<file path="config.mk">
export PLATFORM = sky130hd
export DESIGN_NAME = wwdp_top
export DESIGN_NICKNAME = d
export VERILOG_FILES = /design/src/inc/wwdp_pkg.sv /design/src/rtl/wwdp_top.sv
export VERILOG_INCLUDE_DIRS = /design/src /design/src/inc
export SDC_FILE = /design/constraint.sdc
export NUM_CORES = 1
export LEC_CHECK = 0
export ABC_AREA = 1
export ABC_CLOCK_PERIOD_IN_PS = 3900
export BUFFER_PORTS_ARGS = -buffer_cell sky130_fd_sc_hd__buf_2
export CAP_MARGIN = 0
export CORE_MARGIN = 3
export CORE_UTILIZATION = 40
export CTS_BUF_LIST = sky130_fd_sc_hd__clkbuf_2 sky130_fd_sc_hd__clkbuf_4 sky130_fd_sc_hd__clkbuf_8
export DETAILED_ROUTE_END_ITERATION = 8
export PLACE_DENSITY = 0.61
export SYNTH_ARGS = -nofsm -noshare
export SYNTH_HDL_FRONTEND = slang
export SYNTH_SLANG_ARGS = --single-unit
</file>
<file path="constraint.sdc">
create_clock -name aclk -period 3.9 [get_ports aclk]
set_input_delay 0.195 -clock aclk [delete_from_list [all_inputs] [get_ports aclk]]
set_output_delay 0.195 -clock aclk [all_outputs]
set_load 0.005 [all_outputs]
</file>
<file path="src/inc/wwdp_params.svh">
`ifndef WWDP_PARAMS_SVH
`define WWDP_PARAMS_SVH

// ----------------------------------------------------------------------
// Register offsets (byte addresses)
// ----------------------------------------------------------------------
`define WWDP_OFF_CTRL_A    12'h000
`define WWDP_OFF_LOAD_A    12'h004
`define WWDP_OFF_WIN_A     12'h008
`define WWDP_OFF_CNT_A     12'h00c
`define WWDP_OFF_CTRL_B    12'h010
`define WWDP_OFF_LOAD_B    12'h014
`define WWDP_OFF_WIN_B     12'h018
`define WWDP_OFF_CNT_B     12'h01c
`define WWDP_OFF_FEED      12'h020
`define WWDP_OFF_STAT      12'h024
`define WWDP_OFF_MASK      12'h028

// ----------------------------------------------------------------------
// Control fields
// ----------------------------------------------------------------------
`define WWDP_CTL_EN        0
`define WWDP_CTL_WIN       1
`define WWDP_CTL_SRC_LO    2
`define WWDP_CTL_PRE_LO    4
`define WWDP_CTL_PRE_W     4

// ----------------------------------------------------------------------
// Feed key and status bits
// ----------------------------------------------------------------------
`define WWDP_FEED_KEY      16'ha5a5
`define WWDP_FEED_A_BIT    16
`define WWDP_FEED_B_BIT    17
`define WWDP_ST_EXP_A      0
`define WWDP_ST_EXP_B      1
`define WWDP_ST_BADF_A     2
`define WWDP_ST_BADF_B     3

`define WWDP_LOAD_RST      32'hffffffff
`define WWDP_SLVERR        2'b10
`define WWDP_OKAY          2'b00

`endif

</file>
<file path="src/inc/wwdp_pkg.sv">
package wwdp_pkg;
  typedef enum logic [1:0]
  {
    WWDP_SRC_SYS,
    WWDP_SRC_RTC,
    WWDP_SRC_PM
  } wwdp_src_e;
endpackage

</file>
<file path="src/rtl/wwdp_top.sv">
// The implementer's own choices: the register addresses and the AXI4-Lite slave port.
`timescale 1ns/1ps
`include "wwdp_params.svh"

// Operation
// - Two watchdogs, each with own enable, timing and window mode.
// - 32-bit counter, behind a programmable prescaler on the system clock only; expiry resets system.
// - Missed feed in the timing window is a timeout causing reset.
// - Cause flag of the expired watchdog survives the system reset.
// - Counting clock selectable: scaled system, real-time, power-management.
module wwdp_top
  import wwdp_pkg::*;
#(
  parameter int ADDR_W = 12
)
(
  input  wire logic              aclk,
  input  wire logic              aresetn,
  input  wire logic              por_n,
  input  wire logic              clk_en,
  input  wire logic              rtc_tick,
  input  wire logic              pm_tick,
  input  wire logic [ADDR_W-1:0] s_axi_awaddr,
  input  wire logic              s_axi_awvalid,
  output logic                   s_axi_awready,
  input  wire logic [31:0]       s_axi_wdata,
  input  wire logic [3:0]        s_axi_wstrb,
  input  wire logic              s_axi_wvalid,
  output logic                   s_axi_wready,
  output logic [1:0]             s_axi_bresp,
  output logic                   s_axi_bvalid,
  input  wire logic              s_axi_bready,
  input  wire logic [ADDR_W-1:0] s_axi_araddr,
  input  wire logic              s_axi_arvalid,
  output logic                   s_axi_arready,
  output logic [31:0]            s_axi_rdata,
  output logic [1:0]             s_axi_rresp,
  output logic                   s_axi_rvalid,
  input  wire logic              s_axi_rready,
  output logic                   wdt_reset_req,
  output logic                   irq
);

  // ----------------------------------------------------------------------
  // State
  // ----------------------------------------------------------------------
  logic [31:0]       ctrl [2], load [2], win [2], cnt [2];
  logic [15:0]       pre [2];
  logic [3:0]        stat, mask, ws_q;
  logic [1:0]        cause;
  logic              aw_hold, w_hold;
  logic [ADDR_W-1:0] aw_q;
  logic [31:0]       wd_q;
  logic [31:0]       next_ctrl [2], next_load [2], next_win [2];
  logic [31:0]       next_cnt [2], next_wd_q, next_rdata;
  logic [15:0]       next_pre [2];
  logic [3:0]        next_stat, next_mask, next_ws_q;
  logic [1:0]        next_cause, next_bresp, next_rresp;
  logic              next_aw_hold, next_w_hold, next_bvalid, next_rvalid;
  logic              next_rst_req, next_irq;
  logic [ADDR_W-1:0] next_aw_q;

  function automatic logic [31:0] merge(input logic [31:0] old,
                                        input logic [31:0] nw,
                                        input logic [3:0]  be);
    logic [31:0] m;
    m = {{8{be[3]}}, {8{be[2]}}, {8{be[1]}}, {8{be[0]}}};
    return (nw & m) | (old & ~m);
  endfunction

  function automatic logic tick_of(input logic [31:0] c, input logic [15:0] p,
                                   input logic rt, input logic pm);
    logic [1:0] s;
    s = c[`WWDP_CTL_SRC_LO +: 2];
    return (s == 2'(WWDP_SRC_RTC)) ? rt
         : (s == 2'(WWDP_SRC_PM)) ? pm : (p == 16'h0000);
  endfunction

  // ----------------------------------------------------------------------
  // Next-state logic
  // ----------------------------------------------------------------------
  always_comb
  begin
    logic        wr, rd, feed_ok, hit, tk;
    logic [1:0]  feed_req;
    logic [3:0]  ev;
    logic [31:0] pmax;
    wr = 1'b0;
    rd = 1'b0;
    feed_ok = 1'b0;
    feed_req = 2'b00;
    ev = 4'h0;
    hit = 1'b1;
    pmax = 32'h0;
    tk = 1'b0;
    next_ctrl = ctrl;
    next_load = load;
    next_win = win;
    next_cnt = cnt;
    next_pre = pre;
    next_mask = mask;
    next_cause = cause;
    next_aw_hold = aw_hold;
    next_w_hold = w_hold;
    next_aw_q = aw_q;
    next_wd_q = wd_q;
    next_ws_q = ws_q;
    next_bvalid = s_axi_bvalid;
    next_bresp = s_axi_bresp;
    next_rvalid = s_axi_rvalid;
    next_rdata = s_axi_rdata;
    next_rresp = s_axi_rresp;
    next_rst_req = 1'b0;
    if (s_axi_awvalid && s_axi_awready)
    begin
      next_aw_hold = 1'b1;
      next_aw_q = s_axi_awaddr;
    end
    if (s_axi_wvalid && s_axi_wready)
    begin
      next_w_hold = 1'b1;
      next_wd_q = s_axi_wdata;
      next_ws_q = s_axi_wstrb;
    end
    if (s_axi_bvalid && s_axi_bready)
      next_bvalid = 1'b0;
    wr = aw_hold && w_hold && !s_axi_bvalid;
    if (wr)
    begin
      next_aw_hold = 1'b0;
      next_w_hold = 1'b0;
      next_bvalid = 1'b1;
      if (aw_q == `WWDP_OFF_CTRL_A)
        next_ctrl[0] = merge(ctrl[0], wd_q, ws_q);
      else if (aw_q == `WWDP_OFF_LOAD_A)
        next_load[0] = merge(load[0], wd_q, ws_q);
      else if (aw_q == `WWDP_OFF_WIN_A)
        next_win[0] = merge(win[0], wd_q, ws_q);
      else if (aw_q == `WWDP_OFF_CTRL_B)
        next_ctrl[1] = merge(ctrl[1], wd_q, ws_q);
      else if (aw_q == `WWDP_OFF_LOAD_B)
        next_load[1] = merge(load[1], wd_q, ws_q);
      else if (aw_q == `WWDP_OFF_WIN_B)
        next_win[1] = merge(win[1], wd_q, ws_q);
      else if (aw_q == `WWDP_OFF_FEED)
      begin
        // Key guards against a stray store feeding the dog
        feed_ok = (ws_q == 4'hf) && (wd_q[15:0] == `WWDP_FEED_KEY);
        feed_req = {wd_q[`WWDP_FEED_B_BIT], wd_q[`WWDP_FEED_A_BIT]};
      end
      else if (aw_q == `WWDP_OFF_STAT)
      begin
        if (ws_q[0])
          next_cause = cause & ~wd_q[5:4];
      end
      else if (aw_q == `WWDP_OFF_MASK)
      begin
        if (ws_q[0])
          next_mask = wd_q[3:0];
      end
      else if (aw_q != `WWDP_OFF_CNT_A && aw_q != `WWDP_OFF_CNT_B)
        hit = 1'b0;
      next_bresp = hit ? `WWDP_OKAY : `WWDP_SLVERR;
    end
    for (int i = 0; i < 2; i++)
    begin
      pmax = 32'h1 << ctrl[i][`WWDP_CTL_PRE_LO +: `WWDP_CTL_PRE_W];
      next_pre[i] = (pre[i] == 16'h0000) ? 16'(pmax - 32'h1)
                                          : pre[i] - 16'h0001;
      tk = tick_of(ctrl[i], pre[i], rtc_tick, pm_tick);
      if (!ctrl[i][`WWDP_CTL_EN])
      begin
        next_cnt[i] = load[i];
        next_pre[i] = 16'h0000;
      end
      else if (feed_ok && feed_req[i])
      begin
        if (ctrl[i][`WWDP_CTL_WIN] && cnt[i] > win[i])
        begin
          ev[2+i] = 1'b1;
          next_rst_req = 1'b1;
          next_cause[i] = 1'b1;
        end
        next_cnt[i] = load[i];
      end
      else if (tk)
      begin
        if (cnt[i] == 32'h0)
        begin
          ev[i] = 1'b1;
          next_rst_req = 1'b1;
          next_cause[i] = 1'b1;
          next_cnt[i] = load[i];
        end
        else
          next_cnt[i] = cnt[i] - 32'h1;
      end
    end
    // Hardware set wins over write-one-to-clear
    next_stat = stat;
    if (wr && aw_q == `WWDP_OFF_STAT && ws_q[0])
      next_stat = stat & ~wd_q[3:0];
    next_stat = next_stat | ev;
    next_irq = |(next_stat & next_mask);
    if (s_axi_rvalid && s_axi_rready)
      next_rvalid = 1'b0;
    rd = s_axi_arvalid && s_axi_arready;
    if (rd)
    begin
      next_rvalid = 1'b1;
      next_rresp = `WWDP_OKAY;
      next_rdata = 32'h0;
      if (s_axi_araddr == `WWDP_OFF_CTRL_A)
        next_rdata = ctrl[0];
      else if (s_axi_araddr == `WWDP_OFF_LOAD_A)
        next_rdata = load[0];
      else if (s_axi_araddr == `WWDP_OFF_WIN_A)
        next_rdata = win[0];
      else if (s_axi_araddr == `WWDP_OFF_CNT_A)
        next_rdata = cnt[0];
      else if (s_axi_araddr == `WWDP_OFF_CTRL_B)
        next_rdata = ctrl[1];
      else if (s_axi_araddr == `WWDP_OFF_LOAD_B)
        next_rdata = load[1];
      else if (s_axi_araddr == `WWDP_OFF_WIN_B)
        next_rdata = win[1];
      else if (s_axi_araddr == `WWDP_OFF_CNT_B)
        next_rdata = cnt[1];
      else if (s_axi_araddr == `WWDP_OFF_STAT)
        next_rdata = {26'h0, cause, stat};
      else if (s_axi_araddr == `WWDP_OFF_MASK)
        next_rdata = {28'h0, mask};
      else if (s_axi_araddr != `WWDP_OFF_FEED)
        next_rresp = `WWDP_SLVERR;
    end
  end

  // ----------------------------------------------------------------------
  // Registers
  // ----------------------------------------------------------------------
  always_ff @(posedge aclk)
  begin
    if (!por_n)
      cause <= 2'b00;
    else if (clk_en)
      cause <= next_cause;
    if (!aresetn)
    begin
      ctrl <= '{default: 32'h0};
      load <= '{default: `WWDP_LOAD_RST};
      win <= '{default: 32'h0};
      cnt <= '{default: `WWDP_LOAD_RST};
      pre <= '{default: 16'h0};
      stat <= 4'h0;
      mask <= 4'h0;
      // Payload holders need no reset: the hold flags qualify them
      aw_hold <= 1'b0;
      w_hold <= 1'b0;
      s_axi_awready <= 1'b0;
      s_axi_wready <= 1'b0;
      s_axi_arready <= 1'b0;
      s_axi_bvalid <= 1'b0;
      s_axi_bresp <= 2'b00;
      s_axi_rvalid <= 1'b0;
      s_axi_rdata <= 32'h0;
      s_axi_rresp <= 2'b00;
      wdt_reset_req <= 1'b0;
      irq <= 1'b0;
    end
    else if (clk_en)
    begin
      ctrl <= next_ctrl;
      load <= next_load;
      win <= next_win;
      cnt <= next_cnt;
      pre <= next_pre;
      stat <= next_stat;
      mask <= next_mask;
      aw_hold <= next_aw_hold;
      w_hold <= next_w_hold;
      aw_q <= next_aw_q;
      wd_q <= next_wd_q;
      ws_q <= next_ws_q;
      s_axi_awready <= !next_aw_hold && !s_axi_awready;
      s_axi_wready <= !next_w_hold && !s_axi_wready;
      s_axi_arready <= !next_rvalid && !s_axi_arready;
      s_axi_bvalid <= next_bvalid;
      s_axi_bresp <= next_bresp;
      s_axi_rvalid <= next_rvalid;
      s_axi_rdata <= next_rdata;
      s_axi_rresp <= next_rresp;
      wdt_reset_req <= next_rst_req;
      irq <= next_irq;
    end
  end

endmodule

</file>
==> flow_summary.json, run 1 <==
{
  "placed_cells": 3774,
  "totalWireLength_um": 73700,
  "instances_no_fill": 3952,
  "grt_start_max_net_pins": 203,
  "cp_slowest_cell": "sky130_fd_sc_hd__edfxtp_1",
  "clkSlewWorstSetupHoldPaths_ns": 0.07,
  "grtUsageTotal": 0.254,
  "placementRows": 83,
  "final_min_period_over_clock_period": 0.762,
  "yosysSeqAreaShare": 0.388,
  "top_level_ports": 114,
  "ant_nets": 0,
  "finClkSkew_ns": 0.0299,
  "fp.dieArea_um2": 56100,
  "leakage_power_nw": 10.4,
  "wl_per_cell_um": 18.6,
  "clock_tree.htree_level_count": 3,
  "min_path_type": "in2reg",
  "layout-area-overhead-vs-synth_pct": 14.5,
  "detailedRoute.firstPassIterationCount": 6,
  "dominantRegCellSynth": "sky130_fd_sc_hd__dfxtp_1",
  "via_per_inst": 5.46,
  "fin_setup_tns_ns": 0,
  "post_synth_edffs": 48,
  "grt_util_met3": 0.0319,
  "rsz0062_at_grt": "false",
  "cp.buffers_inverters": 1,
  "max_transition_margin": 0.284,
  "gp_congestion": 0.962,
  "avg_inst_size_synth_um2": 6.92,
  "initial_core_util": 0.410,
  "post_synth_instance_area_um2": 21300,
  "irDropWorstVdd_mv": 0.270,
  "syn_inst": 3081,
  "wire_length_of_the_first_global_routing_pass_um": 113000,
  "clockRootBuffer": "sky130_fd_sc_hd__clkbuf_8",
  "final_area_um2": 24400,
  "clock_latency_at_the_later_pin_of_the_worst_skew_pair_ns": 0.66,
  "yosys.cell_types.count": 52,
  "yosysWarningCount": 0,
  "place_area_um2": 22400,
  "antenna_found_initial": 1,
  "via_count_of_the_first_global_routing_pass": 19774,
  "final_util": 0.469,
  "maxSlewViolCount": 0,
  "result_of_the_run": "finished clean",
  "layout.nets": 3360,
  "clock_sink_count": 389,
  "worst_path_largest_cell_delay_ns": 0.72,
  "cp_top_family": "simple AND/OR/NAND/NOR gates",
  "worstPathRequired_ns": 4.39,
  "clk_path_buf_depth": 3,
  "synth.ff_latch_count": 389,
  "grt_util_met2": 0.389,
  "floorplan.die.height_um": 237,
  "final_hold_viol_count": 0,
  "globalRouteMet1Util": 0.370,
  "nature_of_the_critical_path_endpoint": "register",
  "finalSetupViolations": 0,
  "fmax_ghz": 0.336,
  "initialDrtViolationCount": 2115,
  "fin_worst_hold_slack_ns": 0.0502,
  "design.core.area_um2": 52000,
  "min_period_ns": 2.97,
  "grt.overflow.total": 0,
  "cts_tree": "yes",
  "tritoncts.num_buffers": 70,
  "vias": 21573,
  "io_buffers": 111,
  "worst_pin_slew_ns": 1.07,
  "fillCellCount": 5281,
  "worstSetupStartpointType": "register",
  "arrival_ns": 3.46,
  "pwr_density_cell_nw_per_um2": 357,
  "worst-setup-path-type": "reg2reg",
  "busiest_layer": "met2",
  "detail_route.drc_violations": 0,
  "maxCapViolCount": 0,
  "place_hpwl_um": 52800,
  "critical_path.max_fanout": 29,
  "ordered_list_of_cells_on_the_worst_path": "nand2_1 > nor3_1 > nand4_2 > and3_1 > buf_4 > or2_0 > nand3_1 > nand3_1",
  "crit_path_frequent_cell": "sky130_fd_sc_hd__nand3_1",
  "cts_setup_buffers": 0,
  "synthArstFlopShare": 0,
  "chipWidth_um": 237,
  "drive_gt1_frac": 0.103
}
## where the power goes
group	switching (W)	internal [W]	total [W]
clock network	0.00179	0.00226	0.00405
registers	0.0000783	0.00411	0.00418
logic	0.000293	0.000182	0.000476
## timing repair
item / in CTS / in global routing
hold buffers: 53 / 0
endpoints found under the hold margin: 56 / 0
gates resized for setup: 0 / 0
endpoints found under the setup margin: 0 / 0
## per-layer routing
layer  share of wire  wire, µm  up-vias
li1                -         -    10470
met3           0.075      5520      122
met2            0.44     32100      845
met1            0.46     34000    10136
met5               0         0        -
met4           0.029      2110        0
## worst paths after layout
path	startpoint	slack (ns)	cells past startpoint	end
max reg2reg	ws_q[0]	0.93	8	cnt[58]
max	ws_q[0]	0.93	8	cnt[58]
min reg2reg	register	0.45	2	register
min	s_axi_wvalid	0.05	4	s_axi_wready
## cell usage in the layout, fill, tap and decap left out, drive strengths merged, types with 102 or more instances in the layout
cell,n
dfxtp,341
nor2,350
buf,143
o21ai,202
clkbuf,110
inv,349
o211ai,102
nand3,181
nand2,766
a21oi,315
## per-stage QoR
| stage | setup slack (ns) | total power, W |
|---|---|---|
| 6_report | 0.927 | 0.00871 |
| 4_1_cts | 1.00 | 0.00878 |
| 5_1_grt | 0.732 | 0.00901 |
| 3_5_place_dp | 1.03 | 0.00469 |
| 2_1_floorplan | 0.112 | 0.00452 |
| 3_3_place_gp | 1.08 | 0.00468 |
## synth_stat cells, types with 4 or more instances
library cell               instances  area, µm²
sky130_fd_sc_hd__or2_2             5       31.3
sky130_fd_sc_hd__a21oi_1         315       1580
sky130_fd_sc_hd__o21ai_0         172        861
sky130_fd_sc_hd__buf_2            42        210
sky130_fd_sc_hd__nor3_4            6       97.6
sky130_fd_sc_hd__nor2_2           19        119
sky130_fd_sc_hd__nor3_2            4       40.0
sky130_fd_sc_hd__o21ai_1          29        145
sky130_fd_sc_hd__nor2_1          321       1200
sky130_fd_sc_hd__nand2_2           9       56.3
sky130_fd_sc_hd__o21a_1            6       45.0
sky130_fd_sc_hd__xnor2_1          14        123
sky130_fd_sc_hd__nand3_1         180        901
sky130_fd_sc_hd__buf_4            14        105
sky130_fd_sc_hd__nor2_4           10        113
sky130_fd_sc_hd__xor2_1           39        342
sky130_fd_sc_hd__dfxtp_1         341       6830
sky130_fd_sc_hd__inv_1           336       1260
sky130_fd_sc_hd__clkbuf_1         65        244
sky130_fd_sc_hd__o211ai_1        102        766
sky130_fd_sc_hd__nor3_1           27        135
sky130_fd_sc_hd__inv_2            12       45.0
sky130_fd_sc_hd__buf_1             6       22.5
sky130_fd_sc_hd__edfxtp_1         48       1440
sky130_fd_sc_hd__nand4_1          87        544
sky130_fd_sc_hd__nand2_1         755       2830
sky130_fd_sc_hd__a211oi_1          5       37.5
sky130_fd_sc_hd__ha_1             70        876
## final cells by class
type                    instances  area [µm²]  area share
well taps                     680         851      0.0349
flip-flops and latches        389        8270       0.339
inverters                     351        1320      0.0541
diodes                          1        2.50    0.000103
clock buffers                 110        1390      0.0569
clock inverters                14        81.3     0.00333
repair buffers                196        1360      0.0556
multi-input cells            2211       11100       0.456
## cell families (layout without fill, tap and decap cells)
family,count (synthesis),count (layout),share of synthesized area
compound gates,644,644,0.166
xor+xnor,53,53,0.0218
fa+ha+maj,70,70,0.0411
buf+inv,482,671,0.0909
flops,389,389,0.388
other cells,1,3,0.000176
simple gates,1442,1442,0.292
## worst min-delay path, stage by stage
cell and delay (ns):
sky130_fd_sc_hd__buf_2 0.09, sky130_fd_sc_hd__nand2_1 0.10, sky130_fd_sc_hd__a211oi_1 0.11, sky130_fd_sc_hd__a211oi_1 0.16
(Power assumes the default switching activity.)
==> inputs of run 2 (changes only) <==
ABC_CLOCK_PERIOD_IN_PS = 2500   (was 3900)
clock period = 2.5 ns   (was 3.9 ns; I/O delays follow)
==> flow_summary.json, run 2 (synthesized netlist as in run 1, its figures left out) <==
{
  "result_of_the_run": "finished clean",
  "clock_latency_at_the_later_pin_of_the_worst_skew_pair_ns": 0.66,
  "final_hold_viol_count": 0,
  "via_count_of_the_first_global_routing_pass": 20695,
  "place_area_um2": 23100,
  "place_hpwl_um": 55700,
  "worst_path_largest_cell_delay_ns": 0.32,
  "totalWireLength_um": 75700,
  "design.core.area_um2": 52000,
  "worstPathRequired_ns": 3.06,
  "fillCellCount": 5293,
  "fp.dieArea_um2": 56100,
  "clock_tree.htree_level_count": 3,
  "wl_per_cell_um": 18.8,
  "placementRows": 83,
  "grt_start_max_net_pins": 92,
  "rsz0062_at_grt": "false",
  "detailedRoute.firstPassIterationCount": 6,
  "cp_slowest_cell": "sky130_fd_sc_hd__ha_1",
  "final_min_period_over_clock_period": 0.943,
  "cts_setup_buffers": 0,
  "pwr_density_cell_nw_per_um2": 540,
  "layout-area-overhead-vs-synth_pct": 17.9,
  "irDropWorstVdd_mv": 0.625,
  "finalSetupViolations": 0,
  "ant_nets": 0,
  "reg2regPathDepth": 16,
  "ordered_list_of_cells_on_the_worst_path": "inv_1 > ha_1 > nand2_1 > nor2_1 > nand2_1 > nor3_1 > buf_4 > nand3_1 > nand3_1 > nor2_1 > nand2_1 > nand2_1 > nand2_1 > nand3_1 > nand2_1 > inv_1",
  "worst_pin_slew_ns": 0.639,
  "cp_top_family": "simple AND/OR/NAND/NOR gates",
  "worstHoldStart": "s_axi_arvalid",
  "worst-setup-path-type": "reg2reg",
  "clk_path_buf_depth": 3,
  "arrival_ns": 2.92,
  "nature_of_the_critical_path_endpoint": "register",
  "min_to": "s_axi_rdata[7]",
  "crit_path_frequent_cell": "sky130_fd_sc_hd__nand2_1",
  "io_buffers": 111,
  "layout.cells.most_common_list": "755 x sky130_fd_sc_hd__nand2_1, 341 x sky130_fd_sc_hd__dfxtp_1, 335 x sky130_fd_sc_hd__inv_1",
  "worstSetupStartpointType": "register",
  "cts_tree": "yes",
  "initial_core_util": 0.410,
  "tritoncts.num_buffers": 70,
  "fmax_ghz": 0.424,
  "detail_route.drc_violations": 0,
  "maxSlewViolCount": 0,
  "grt.overflow.total": 0,
  "leakage_power_nw": 10.8,
  "fin_setup_tns_ns": 0,
  "min_period_ns": 2.36,
  "via_per_inst": 5.43,
  "clock_sink_count": 389,
  "maxCapViolCount": 0,
  "critical_path.max_fanout": 3,
  "grtUsageTotal": 0.263,
  "finClkSkew_ns": 0.0271,
  "clockRootBuffer": "sky130_fd_sc_hd__clkbuf_8",
  "min_path_type": "in2reg",
  "layout.nets": 3439,
  "cp.buffers_inverters": 3,
  "wire_length_of_the_first_global_routing_pass_um": 117000,
  "floorplan.die.height_um": 237,
  "initialDrtViolationCount": 2076,
  "gp_congestion": 0.935,
  "top_level_ports": 114,
  "worstReg2RegEnd": "wdt_reset_req",
  "antenna_found_initial": 3,
  "final_area_um2": 25100,
  "max_transition_margin": 0.573,
  "insertedDiodeCount": 0,
  "drive_gt1_frac": 0.122,
  "whs_path_depth": 5,
  "reg2reg_setup_slack_ns": 0.14,
  "layout.cells.most_common": "sky130_fd_sc_hd__nand2_1",
  "chipWidth_um": 237,
  "vias": 21877,
  "clkSlewWorstSetupHoldPaths_ns": 0.06
}
run 2: per-layer routing:
| layer | part of all wire | GRT usage | routed length, µm | vias up |
|---|---|---|---|---|
| met5 | 0.00017 | 0 | 13 | - |
| met4 | 0.034 | 0.0990 | 2560 | 2 |
| met3 | 0.083 | 0.0503 | 6270 | 154 |
| met2 | 0.44 | 0.407 | 33100 | 867 |
| met1 | 0.45 | 0.364 | 33700 | 10247 |
| li1 | - | - | - | 10607 |
run 2: area by class of cell:
type	count	area (µm²)	area share
clock buffer	106	1330	0.0528
clock inverter	15	101	0.00403
inverter	351	1320	0.0526
multi-input combinational	2211	11200	0.444
sequential	389	8270	0.329
tap	680	851	0.0339
timing repair buffer	275	2110	0.0839
run 2: metrics by stage:
| stage | power [W] | setup WS, ns | hold WS (ns) | cells | utilization |
|---|---|---|---|---|---|
| 6_report | 0.0136 | 0.141 | 0.172 | 4027 | 0.483 |
| 5_1_grt | 0.0141 | 0.00506 | 0.172 | 4027 | 0.483 |
| 4_1_cts | 0.0137 | 0.196 | 0.129 | 4027 | 0.483 |
| 3_5_place_dp | 0.00735 | 0.205 | 0.303 | 3850 | 0.445 |
| 3_3_place_gp | 0.00733 | 0.200 | 0.301 | 3850 | 0.445 |
| 2_1_floorplan | 0.00705 | 0.397 | 0.224 | 3082 | - |
run 2: report_power, final:
part | internal [W] | switching (W) | leakage (nW)
combinational | 0.000305 | 0.000475 | 6.89
clock | 0.00348 | 0.00279 | 0.756
sequential | 0.00641 | 0.000114 | 3.20
total | 0.0102 | 0.00338 | 10.8
run 2: worst max-delay path by stage:
stage | startpoint | end | slack, ns | cells past startpoint
floorplan | clk_en | wd_q[0] | 0.40 | 5
global placement | register | wdt_reset_req | 0.20 | 16
detailed placement | register | wdt_reset_req | 0.20 | 16
CTS | aw_q[1] | cnt[9] | 0.20 | 12
global route | aw_q[1] | cnt[27] | 0.005 | 13
finish | register | wdt_reset_req | 0.14 | 16
run 2: what timing repair did:
action | 4_1_cts | 5_1_grt
resized for setup | 0 | 4
endpoints found under the hold margin | 108 | 0
endpoints found under the setup margin | 0 | 7
hold buffers | 56 | 0
run 2: tightest hold or removal path, stage by stage:
cell and delay (ns):
sky130_fd_sc_hd__buf_2 0.08, sky130_fd_sc_hd__nand3_1 0.13, sky130_fd_sc_hd__clkinv_1 0.24, sky130_fd_sc_hd__nand2_1 0.09
sky130_fd_sc_hd__a21oi_1 0.11
